===== src/hdl/lvd_defs.svh =====
// Register indices, field positions, reset values and timing figures of the detector
`ifndef LVD_DEFS_SVH
`define LVD_DEFS_SVH

// ****************************************************************
// Register indices (byte address is four times the index)
// ****************************************************************
`define LVD_ADDR_WIDTH        18
`define LVD_IDX_CONTROL       16'hFFBE
`define LVD_IDX_STATUS        16'hFFC0
`define LVD_IDX_CLEAR         16'hFFC1
`define LVD_IDX_IRQ_ENABLE    16'hFFC2

// ****************************************************************
// Control register fields
// ****************************************************************
`define LVD_BIT_ENABLE        7
`define LVD_BIT_SOURCE        2
`define LVD_BIT_MODE          1
`define LVD_BIT_FLAG          0
`define LVD_CONTROL_RESET     8'h00

// ****************************************************************
// Event status fields
// ****************************************************************
`define LVD_EVT_WIDTH         2
`define LVD_EVT_FELL          0
`define LVD_EVT_ROSE          1
`define LVD_EVT_RESET         2'h0

// ****************************************************************
// Timing
// ****************************************************************
`define LVD_CLK_PERIOD_NS     50
`define LVD_SETTLE_TIME_US    10
`define LVD_QUALIFY_TIME_US   200

`endif


===== src/hdl/lvd_pkg.sv =====
// Types shared by the low-voltage detector modules
`default_nettype none
package lvd_pkg;

	typedef enum logic [1:0] {
		RESP_OKAY   = 2'h0,
		RESP_SLVERR = 2'h2
	} axi_resp_t;

	typedef enum logic [1:0] {
		DET_OFF    = 2'h0,
		DET_SETTLE = 2'h1,
		DET_RUN    = 2'h2
	} det_state_t;

	typedef enum logic [2:0] {
		SEL_NONE       = 3'h0,
		SEL_CONTROL    = 3'h1,
		SEL_STATUS     = 3'h2,
		SEL_CLEAR      = 3'h3,
		SEL_IRQ_ENABLE = 3'h4
	} reg_sel_t;

endpackage : lvd_pkg
`default_nettype wire


===== src/hdl/detect_if.sv =====
// Carrier between the detector core and its below-threshold qualifier
`default_nettype none
interface detect_if;
	logic arm;
	logic below_raw;
	logic below_qualified;

	modport core  (output arm, output below_raw, input below_qualified);
	modport timer (input arm, input below_raw, output below_qualified);
endinterface : detect_if
`default_nettype wire


===== src/hdl/level_sync.sv =====
// Three-stage synchroniser for a comparator level arriving from the analogue side
`default_nettype none
module level_sync (
	// Clock and reset
	input  wire logic clk,
	input  wire logic rst,
	// Level
	input  wire logic async_in,
	output var  logic sync_out
);
	logic stage1;
	logic stage2;
	logic stage3;

	// Stage one feeds stage two only
	always_ff @(posedge clk or posedge rst) begin
		if (rst) begin
			stage1 <= 1'b0;
			stage2 <= 1'b0;
			stage3 <= 1'b0;
		end else begin
			stage1 <= async_in;
			stage2 <= stage1;
			stage3 <= stage2;
		end
	end

	// A change counts only once stages two and three agree
	always_ff @(posedge clk or posedge rst) begin
		if (rst) begin
			sync_out <= 1'b0;
		end else if (stage2 == stage3) begin
			sync_out <= stage3;
		end
	end
endmodule : level_sync
`default_nettype wire


===== src/hdl/below_qualifier.sv =====
// Holds off the below-threshold flag until the level has stood for the qualify time
`default_nettype none
module below_qualifier #(
	parameter int QUALIFY_CYCLES = 4000
) (
	// Clock and reset
	input  wire logic clk,
	input  wire logic rst,
	// Detector core
	detect_if.timer   det
);
	localparam int CW = $clog2(QUALIFY_CYCLES + 1);

	logic [CW-1:0] count;

	// Any return to or above threshold restarts the wait
	always_ff @(posedge clk or posedge rst) begin
		if (rst) begin
			count               <= '0;
			det.below_qualified <= 1'b0;
		end else if (!det.arm || !det.below_raw) begin
			count               <= '0;
			det.below_qualified <= 1'b0;
		end else if (count == CW'(QUALIFY_CYCLES - 1)) begin
			det.below_qualified <= 1'b1;
		end else begin
			count <= count + CW'(1);
		end
	end
endmodule : below_qualifier
`default_nettype wire


===== src/hdl/low_voltage_detect_ctrl.sv =====
// Low-voltage detector control register, flag, events and AXI4-Lite register slave
//
// Added by the designer: the AXI4-Lite register port.
`include "lvd_defs.svh"
`default_nettype none
module low_voltage_detect_ctrl #(
	parameter int ADDR_WIDTH     = `LVD_ADDR_WIDTH,
	parameter int SETTLE_CYCLES  = (`LVD_SETTLE_TIME_US * 1000) / `LVD_CLK_PERIOD_NS,
	parameter int QUALIFY_CYCLES = (`LVD_QUALIFY_TIME_US * 1000 + `LVD_CLK_PERIOD_NS - 1)
	                               / `LVD_CLK_PERIOD_NS
) (
	// Clock and reset
	input  wire logic                  CORE_CLK,
	input  wire logic                  RST,
	// AXI4-Lite write address
	input  wire logic [ADDR_WIDTH-1:0] AWADDR,
	input  wire logic                  AWVALID,
	output var  logic                  AWREADY,
	// AXI4-Lite write data
	input  wire logic [31:0]           WDATA,
	input  wire logic [3:0]            WSTRB,
	input  wire logic                  WVALID,
	output var  logic                  WREADY,
	// AXI4-Lite write response
	output var  lvd_pkg::axi_resp_t    BRESP,
	output var  logic                  BVALID,
	input  wire logic                  BREADY,
	// AXI4-Lite read address
	input  wire logic [ADDR_WIDTH-1:0] ARADDR,
	input  wire logic                  ARVALID,
	output var  logic                  ARREADY,
	// AXI4-Lite read data
	output var  logic [31:0]           RDATA,
	output var  lvd_pkg::axi_resp_t    RRESP,
	output var  logic                  RVALID,
	input  wire logic                  RREADY,
	// Analogue comparator
	input  wire logic                  SUPPLY_BELOW,
	input  wire logic                  PIN_BELOW,
	output var  logic                  COMPARATOR_ENABLE,
	output var  logic                  SOURCE_SELECT,
	// System
	output var  logic                  DETECT_RESET,
	output var  logic                  IRQ
);
	import lvd_pkg::*;

	localparam int IW = ADDR_WIDTH - 2;
	localparam int SW = $clog2(SETTLE_CYCLES + 1);
	localparam int EW = `LVD_EVT_WIDTH;

	// ****************************************************************
	// Functions
	// ****************************************************************
	function automatic reg_sel_t decode(input logic [ADDR_WIDTH-1:0] addr);
		logic [IW-1:0] idx;
		idx = addr[ADDR_WIDTH-1:2];
		case (idx)
			IW'(`LVD_IDX_CONTROL):    decode = SEL_CONTROL;
			IW'(`LVD_IDX_STATUS):     decode = SEL_STATUS;
			IW'(`LVD_IDX_CLEAR):      decode = SEL_CLEAR;
			IW'(`LVD_IDX_IRQ_ENABLE): decode = SEL_IRQ_ENABLE;
			default:                  decode = SEL_NONE;
		endcase
	endfunction : decode

	// ****************************************************************
	// Declarations
	// ****************************************************************
	// Control register fields
	logic          detect_enable;
	logic          source_select;
	logic          action_mode_select;
	logic          below_threshold_flag;
	// Event and interrupt registers
	logic [EW-1:0] event_status;
	logic [EW-1:0] event_enable;
	// Detector sequencing
	det_state_t    state;
	logic [SW-1:0] settle_count;
	logic          supply_below_sync;
	logic          pin_below_sync;
	logic          next_flag;
	logic          fell_event;
	logic          rose_event;
	// Bus side
	logic                  aw_held;
	logic                  w_held;
	logic [ADDR_WIDTH-1:0] aw_addr;
	logic [7:0]            w_byte;
	logic                  write_fire;
	reg_sel_t              write_sel;
	reg_sel_t              read_sel;
	logic [31:0]           read_word;

	detect_if det ();

	// ****************************************************************
	// Comparator synchronisers
	// ****************************************************************
	level_sync supply_sync (
		.clk      (CORE_CLK),
		.rst      (RST),
		.async_in (SUPPLY_BELOW),
		.sync_out (supply_below_sync)
	);

	level_sync pin_sync (
		.clk      (CORE_CLK),
		.rst      (RST),
		.async_in (PIN_BELOW),
		.sync_out (pin_below_sync)
	);

	// ****************************************************************
	// Below-threshold qualification
	// ****************************************************************
	assign det.arm       = (state == DET_RUN);
	assign det.below_raw = source_select ? pin_below_sync : supply_below_sync;

	below_qualifier #(
		.QUALIFY_CYCLES (QUALIFY_CYCLES)
	) qualifier (
		.clk (CORE_CLK),
		.rst (RST),
		.det (det.timer)
	);

	// ****************************************************************
	// Detector sequencing
	// ****************************************************************
	// The comparator is ignored while it settles, so stale levels never raise events
	always_ff @(posedge CORE_CLK or posedge RST) begin
		if (RST) begin
			state        <= DET_OFF;
			settle_count <= '0;
		end else begin
			case (state)
				DET_OFF: begin
					settle_count <= '0;
					if (detect_enable) begin
						state <= DET_SETTLE;
					end
				end
				DET_SETTLE: begin
					if (!detect_enable) begin
						state <= DET_OFF;
					end else if (settle_count == SW'(SETTLE_CYCLES - 1)) begin
						state <= DET_RUN;
					end else begin
						settle_count <= settle_count + SW'(1);
					end
				end
				DET_RUN: begin
					if (!detect_enable) begin
						state <= DET_OFF;
					end
				end
				default: begin
					state <= DET_OFF;
				end
			endcase
		end
	end

	// ****************************************************************
	// Flag, crossings and detector reset
	// ****************************************************************
	always_comb begin
		next_flag  = detect_enable && (state == DET_RUN) && det.below_qualified;
		fell_event = !action_mode_select && next_flag && !below_threshold_flag;
		rose_event = !action_mode_select && !next_flag && below_threshold_flag
		             && detect_enable && (state == DET_RUN);
	end

	// Only hardware moves the flag
	always_ff @(posedge CORE_CLK or posedge RST) begin
		if (RST) begin
			below_threshold_flag <= 1'b0;
		end else begin
			below_threshold_flag <= next_flag;
		end
	end

	// Held for the whole below-threshold period; must never feed RST back
	always_ff @(posedge CORE_CLK or posedge RST) begin
		if (RST) begin
			DETECT_RESET <= 1'b0;
		end else begin
			DETECT_RESET <= action_mode_select && next_flag;
		end
	end

	// ****************************************************************
	// Comparator controls
	// ****************************************************************
	always_ff @(posedge CORE_CLK or posedge RST) begin
		if (RST) begin
			COMPARATOR_ENABLE <= 1'b0;
			SOURCE_SELECT     <= 1'b0;
		end else begin
			COMPARATOR_ENABLE <= detect_enable;
			SOURCE_SELECT     <= source_select;
		end
	end

	// ****************************************************************
	// Control register
	// ****************************************************************
	// Only RST clears the settings; the detector's own reset output does not
	always_ff @(posedge CORE_CLK or posedge RST) begin
		if (RST) begin
			detect_enable      <= 1'(`LVD_CONTROL_RESET >> `LVD_BIT_ENABLE);
			source_select      <= 1'b0;
			action_mode_select <= 1'b0;
		end else if (write_fire && write_sel == SEL_CONTROL) begin
			detect_enable      <= w_byte[`LVD_BIT_ENABLE];
			source_select      <= w_byte[`LVD_BIT_SOURCE];
			action_mode_select <= w_byte[`LVD_BIT_MODE];
		end
	end

	// ****************************************************************
	// Event status, enable and interrupt
	// ****************************************************************
	// A crossing in the same cycle as its clear stays set
	always_ff @(posedge CORE_CLK or posedge RST) begin
		if (RST) begin
			event_status <= `LVD_EVT_RESET;
		end else begin
			for (int i = 0; i < EW; i++) begin
				if ((i == `LVD_EVT_FELL && fell_event) || (i == `LVD_EVT_ROSE && rose_event)) begin
					event_status[i] <= 1'b1;
				end else if (write_fire && write_sel == SEL_CLEAR && w_byte[i]) begin
					event_status[i] <= 1'b0;
				end
			end
		end
	end

	always_ff @(posedge CORE_CLK or posedge RST) begin
		if (RST) begin
			event_enable <= `LVD_EVT_RESET;
		end else if (write_fire && write_sel == SEL_IRQ_ENABLE) begin
			event_enable <= w_byte[EW-1:0];
		end
	end

	always_ff @(posedge CORE_CLK or posedge RST) begin
		if (RST) begin
			IRQ <= 1'b0;
		end else begin
			IRQ <= |(event_status & event_enable);
		end
	end

	// ****************************************************************
	// AXI4-Lite write path
	// ****************************************************************
	// Address and data are taken in either order and joined before the write
	assign write_fire = aw_held && w_held && !BVALID;
	assign write_sel  = decode(aw_addr);

	always_ff @(posedge CORE_CLK or posedge RST) begin
		if (RST) begin
			AWREADY <= 1'b0;
			aw_held <= 1'b0;
			aw_addr <= '0;
		end else begin
			AWREADY <= AWVALID && !AWREADY && !aw_held;
			if (AWVALID && AWREADY) begin
				aw_held <= 1'b1;
				aw_addr <= AWADDR;
			end else if (write_fire) begin
				aw_held <= 1'b0;
			end
		end
	end

	// A write without lane 0 stores 00H, so it also stops detection
	always_ff @(posedge CORE_CLK or posedge RST) begin
		if (RST) begin
			WREADY <= 1'b0;
			w_held <= 1'b0;
			w_byte <= 8'h00;
		end else begin
			WREADY <= WVALID && !WREADY && !w_held;
			if (WVALID && WREADY) begin
				w_held <= 1'b1;
				w_byte <= WSTRB[0] ? WDATA[7:0] : 8'h00;
			end else if (write_fire) begin
				w_held <= 1'b0;
			end
		end
	end

	always_ff @(posedge CORE_CLK or posedge RST) begin
		if (RST) begin
			BVALID <= 1'b0;
			BRESP  <= RESP_OKAY;
		end else if (write_fire) begin
			BVALID <= 1'b1;
			BRESP  <= (write_sel == SEL_NONE || write_sel == SEL_STATUS) ? RESP_SLVERR
			                                                             : RESP_OKAY;
		end else if (BVALID && BREADY) begin
			BVALID <= 1'b0;
		end
	end

	// ****************************************************************
	// AXI4-Lite read path
	// ****************************************************************
	assign read_sel = decode(ARADDR);

	always_comb begin
		read_word = 32'h0000_0000;
		case (read_sel)
			SEL_CONTROL: begin
				read_word[`LVD_BIT_ENABLE] = detect_enable;
				read_word[`LVD_BIT_SOURCE] = source_select;
				read_word[`LVD_BIT_MODE]   = action_mode_select;
				read_word[`LVD_BIT_FLAG]   = below_threshold_flag;
			end
			SEL_STATUS:     read_word[EW-1:0] = event_status;
			SEL_IRQ_ENABLE: read_word[EW-1:0] = event_enable;
			default:        read_word = 32'h0000_0000;
		endcase
	end

	always_ff @(posedge CORE_CLK or posedge RST) begin
		if (RST) begin
			ARREADY <= 1'b0;
		end else begin
			ARREADY <= ARVALID && !ARREADY && !RVALID;
		end
	end

	always_ff @(posedge CORE_CLK or posedge RST) begin
		if (RST) begin
			RVALID <= 1'b0;
			RDATA  <= 32'h0000_0000;
			RRESP  <= RESP_OKAY;
		end else if (ARVALID && ARREADY) begin
			RVALID <= 1'b1;
			RDATA  <= read_word;
			RRESP  <= (read_sel == SEL_NONE) ? RESP_SLVERR : RESP_OKAY;
		end else if (RVALID && RREADY) begin
			RVALID <= 1'b0;
		end
	end

endmodule : low_voltage_detect_ctrl
`default_nettype wire


===== config.mk =====
export PLATFORM = sky130hd
export DESIGN_NAME = low_voltage_detect_ctrl
export DESIGN_NICKNAME = d
export VERILOG_FILES = /design/src/hdl/lvd_pkg.sv /design/src/hdl/detect_if.sv /design/src/hdl/level_sync.sv /design/src/hdl/below_qualifier.sv /design/src/hdl/low_voltage_detect_ctrl.sv
export VERILOG_INCLUDE_DIRS = /design/src /design/src/hdl
export SDC_FILE = /design/constraint.sdc
export NUM_CORES = 1
export LEC_CHECK = 0
export BUFFER_PORTS_ARGS = -buffer_cell sky130_fd_sc_hd__buf_2
export CORE_MARGIN = 5
export CORE_UTILIZATION = 45
export DETAILED_ROUTE_END_ITERATION = 12
export HOLD_SLACK_MARGIN = 0.08
export PLACE_DENSITY = 0.88
export SETUP_SLACK_MARGIN = 0.15
export SYNTH_ARGS = -nofsm -noshare
export SYNTH_HDL_FRONTEND = slang
export SYNTH_SLANG_ARGS = --single-unit

===== constraint.sdc =====
create_clock -name CORE_CLK -period 2.12 [get_ports CORE_CLK]
set_input_delay 0.318 -clock CORE_CLK [delete_from_list [all_inputs] [get_ports CORE_CLK]]
set_output_delay 0.318 -clock CORE_CLK [all_outputs]
set_load 0.1 [all_outputs]

==> impl_metrics.env <==
export IMPL_outcome="finished, final reports clean"
export IMPL_layout_common_cells="dfrtp_1, buf_2, nand2_1"
export IMPL_grt_max_degree=35
export IMPL_post_route_period_util_pct=86.82
export IMPL_final_common_cell="dfrtp_1"
export IMPL_dp_hpwl_um=5222
export IMPL_synth_top_family_by_area="simple AND/OR/NAND/NOR gates"
export IMPL_wire_per_inst_um=13.91
export IMPL_synth_seq_area_share_pct=53.28
export IMPL_reg2reg_slack_ns=0.28
export IMPL_drc=0
export IMPL_timing_rr_end="settle_count[7]"
export IMPL_routabilityCongestion=0.8960
export IMPL_root_buffer="clkbuf_8"
export IMPL_hold_class="primary input to register"
export IMPL_layout_drive_gt1_share_pct=29.80
export IMPL_top_layer_used="met4"
export IMPL_endpoint="settle_count[7]"
export IMPL_numCtsBuffers=9
export IMPL_multi_input_area_um2=1526
export IMPL_synth_ff_type="dfrtp_1"
export IMPL_finalSetupViolations=0
export IMPL_syn_inst=317
export IMPL_rows=32
export IMPL_hp_start="BREADY"
export IMPL_drt_iter0_drc=105
export IMPL_final_cells=498
export IMPL_clk_pin_slew_ns=0.08
export IMPL_worst_slack_ns=0.2794
export IMPL_place_inst=479
export IMPL_synth_mux_area_share_pct=7.851
export IMPL_synth_edf_count=0
export IMPL_cp_max_fo=8
export IMPL_die_area_um2=9814
export IMPL_nNetsFinal=474
export IMPL_cts_tree="done"
export IMPL_grt_ovfl_total=0
export IMPL_detailroute_wirelength_met3_um=681
export IMPL_yosysUniqueCellTypes=60
export IMPL_core_region_area_um2=7727
export IMPL_synth_compound_area_share_pct=8.833
export IMPL_final_max_slew_viol_count=0
export IMPL_crit_start="settle_count[0]"
export IMPL_hold_ws_ns=0.1564
export IMPL_portBuffers=60
export IMPL_start_util_pct=46.19
export IMPL_pre_cts_slack_ns=0.2260
export IMPL_grt_pass1_vias=2559
export IMPL_postCtsSetupBuffers=0
export IMPL_async_flop_share_pct=100.0
export IMPL_antenna_found_initial=0
export IMPL_die_x_um=99.07
export IMPL_grt_setup_unrepaired="false"
export IMPL_drtPass1Iterations=4
export IMPL_synth_xor_area_share_pct=1.472
export IMPL_yosysWarningCount=0
export IMPL_htree_levels=3
export IMPL_wl_met1_um=2861
export IMPL_r2r_start="settle_count[0]"
export IMPL_max_cap_violations=0
export IMPL_vias=2592
export IMPL_endpoint_kind="register"
export IMPL_relSlewSlack_pct=57.03
export IMPL_cts_sinks=76
export IMPL_regArea_um2=1902
export IMPL_hold_viol=0
export IMPL_yosys_area_share_simple_pct=19.80
export IMPL_cellLeakagePower_nw=1.931
export IMPL_finalClockSkew_ns=0.009040
export IMPL_ios=126
export IMPL_synth_top_area_share_pct=53.28
export IMPL_syn_area_per_cell_um2=11.26
export IMPL_ir_drop_mv=0.8001
export IMPL_yosysTopAreaCell="dfrtp_1"
export IMPL_yosys_area_share_adder_pct=1.262
export IMPL_fmaxAchievable_mhz=543.3
export IMPL_met2_wirelength_um=3292
export IMPL_drtAntennaViolNets=0
export IMPL_synth_area_top_cells="dfrtp_1, mux2_2, buf_4"
export IMPL_track_usage_pct=14.90
export IMPL_area_growth_pct=16.96
export IMPL_wl_um=6925
export IMPL_required_ns=2.38
export IMPL_crit_type="register to register"
export IMPL_startpoint_type="register"
export IMPL_powerDensity_nw_per_um2=947.5
export IMPL_fill_cells=689
export IMPL_worstPathArrival_ns=2.10
export IMPL_setup_tns_final_ns=0
export IMPL_clk_path_buf_depth=2
export IMPL_period_minus_slack_ns=1.841
export IMPL_worst_slew_pin_slew_ns=0.6430
export IMPL_die_h_um=99.07
export IMPL_diodes=0
export IMPL_netlist_area_um2=3570
export IMPL_clk_latency_ns=0.35
export IMPL_ys_ff_latch=76
export IMPL_routed_via_density=5.205
export IMPL_grt_pass1_wl_um=11720
export IMPL_reg2regPathDepth=5
==> where the power goes <==
group,switching [mW],internal [mW]
clock network,0.533,0.646
registers,0.186,1.70
logic,0.622,0.274
total,1.34,2.62
==> cell type report <==
type | instances | share of cell area (%)
well taps | 102 | 3.057
clock buffers | 12 | 3.956
flip-flops and latches | 76 | 45.55
repair buffers | 66 | 8.750
clock inverters | 4 | 1.319
inverters | 8 | 0.8091
multi-input cells | 230 | 36.56
==> worst max-delay path, cell delays in order (launching register included) <==
cell and delay, ns:
dfrtp_1 0.43, ha_1 0.29, and3_1 0.25, a211oi_4 0.41
a41oi_1 0.20, a31oi_1 0.19
==> routing by layer <==
layer	GRT usage, %	vias to the layer above
li1	-	1240
met1	17.62	1244
met2	24.74	99
met3	6.582	9
met4	3.992	0
met5	0	-
==> worst min path at each step <==
stage,endpoint,slack [ns],cells after the start
after floorplan,pin_sync.stage2,0.33,0
after global placement,aw_addr[4],0.30,2
after detailed placement,aw_addr[4],0.30,2
after CTS,RVALID,0.14,2
after global routing,RVALID,0.14,2
final,BVALID,0.16,2
==> Yosys cell counts, types with 2 or more instances <==
cell type	n
a21oi_1	9
a22o_1	2
a22oi_1	2
a31oi_1	6
a41oi_1	2
and2_1	4
and3_1	5
and4_1	2
buf_4	30
dfrtp_1	76
ha_1	2
inv_1	8
maj3_1	2
mux2_2	24
nand2_1	32
nand2b_1	4
nand3_1	11
nand4_1	8
nor2_1	17
nor2b_1	2
nor3_1	2
nor3_2	2
nor3b_1	3
nor4_1	4
o211ai_1	2
o21ai_0	11
o31ai_1	3
or3_1	4
or4_1	3
xnor2_1	2
xor2_1	4
==> flip-flops by register name, indices dropped and copies added, names as in the netlist, 2 cells and up <==
name / count
qualifier.count: 12
event_status: 2
aw_addr: 16
w_byte: 4
RDATA: 4
event_enable: 2
settle_count: 8
state: 2
==> cell families (layout without fill, tap and decap cells) <==
kind of cell	Yosys count	count (layout)
fa+ha+maj	4	4
simple gates	117	117
mux	25	25
xor+xnor	6	6
compound gates	48	48
buf+inv	40	90
other cells	1	30
flops	76	76
==> stage by stage <==
step / total power, mW / util, % / area [um2]
2_1_floorplan: 2.659 / - / 3682
3_3_place_gp: 2.760 / 50.62 / 3911
3_5_place_dp: 2.809 / 50.62 / 3911
4_1_cts: 4.002 / 53.85 / 4161
5_1_grt: 4.170 / 54.03 / 4175
6_report: 3.956 / 54.03 / 4175
==> what timing repair did <==
item | CTS | global route
endpoints found under the hold margin | 13 | 0
hold buffers | 3 | 0
endpoints found under the setup margin | 0 | 3
gates resized for setup | 0 | 2
Note: power is estimated with default switching activity, not from simulation.
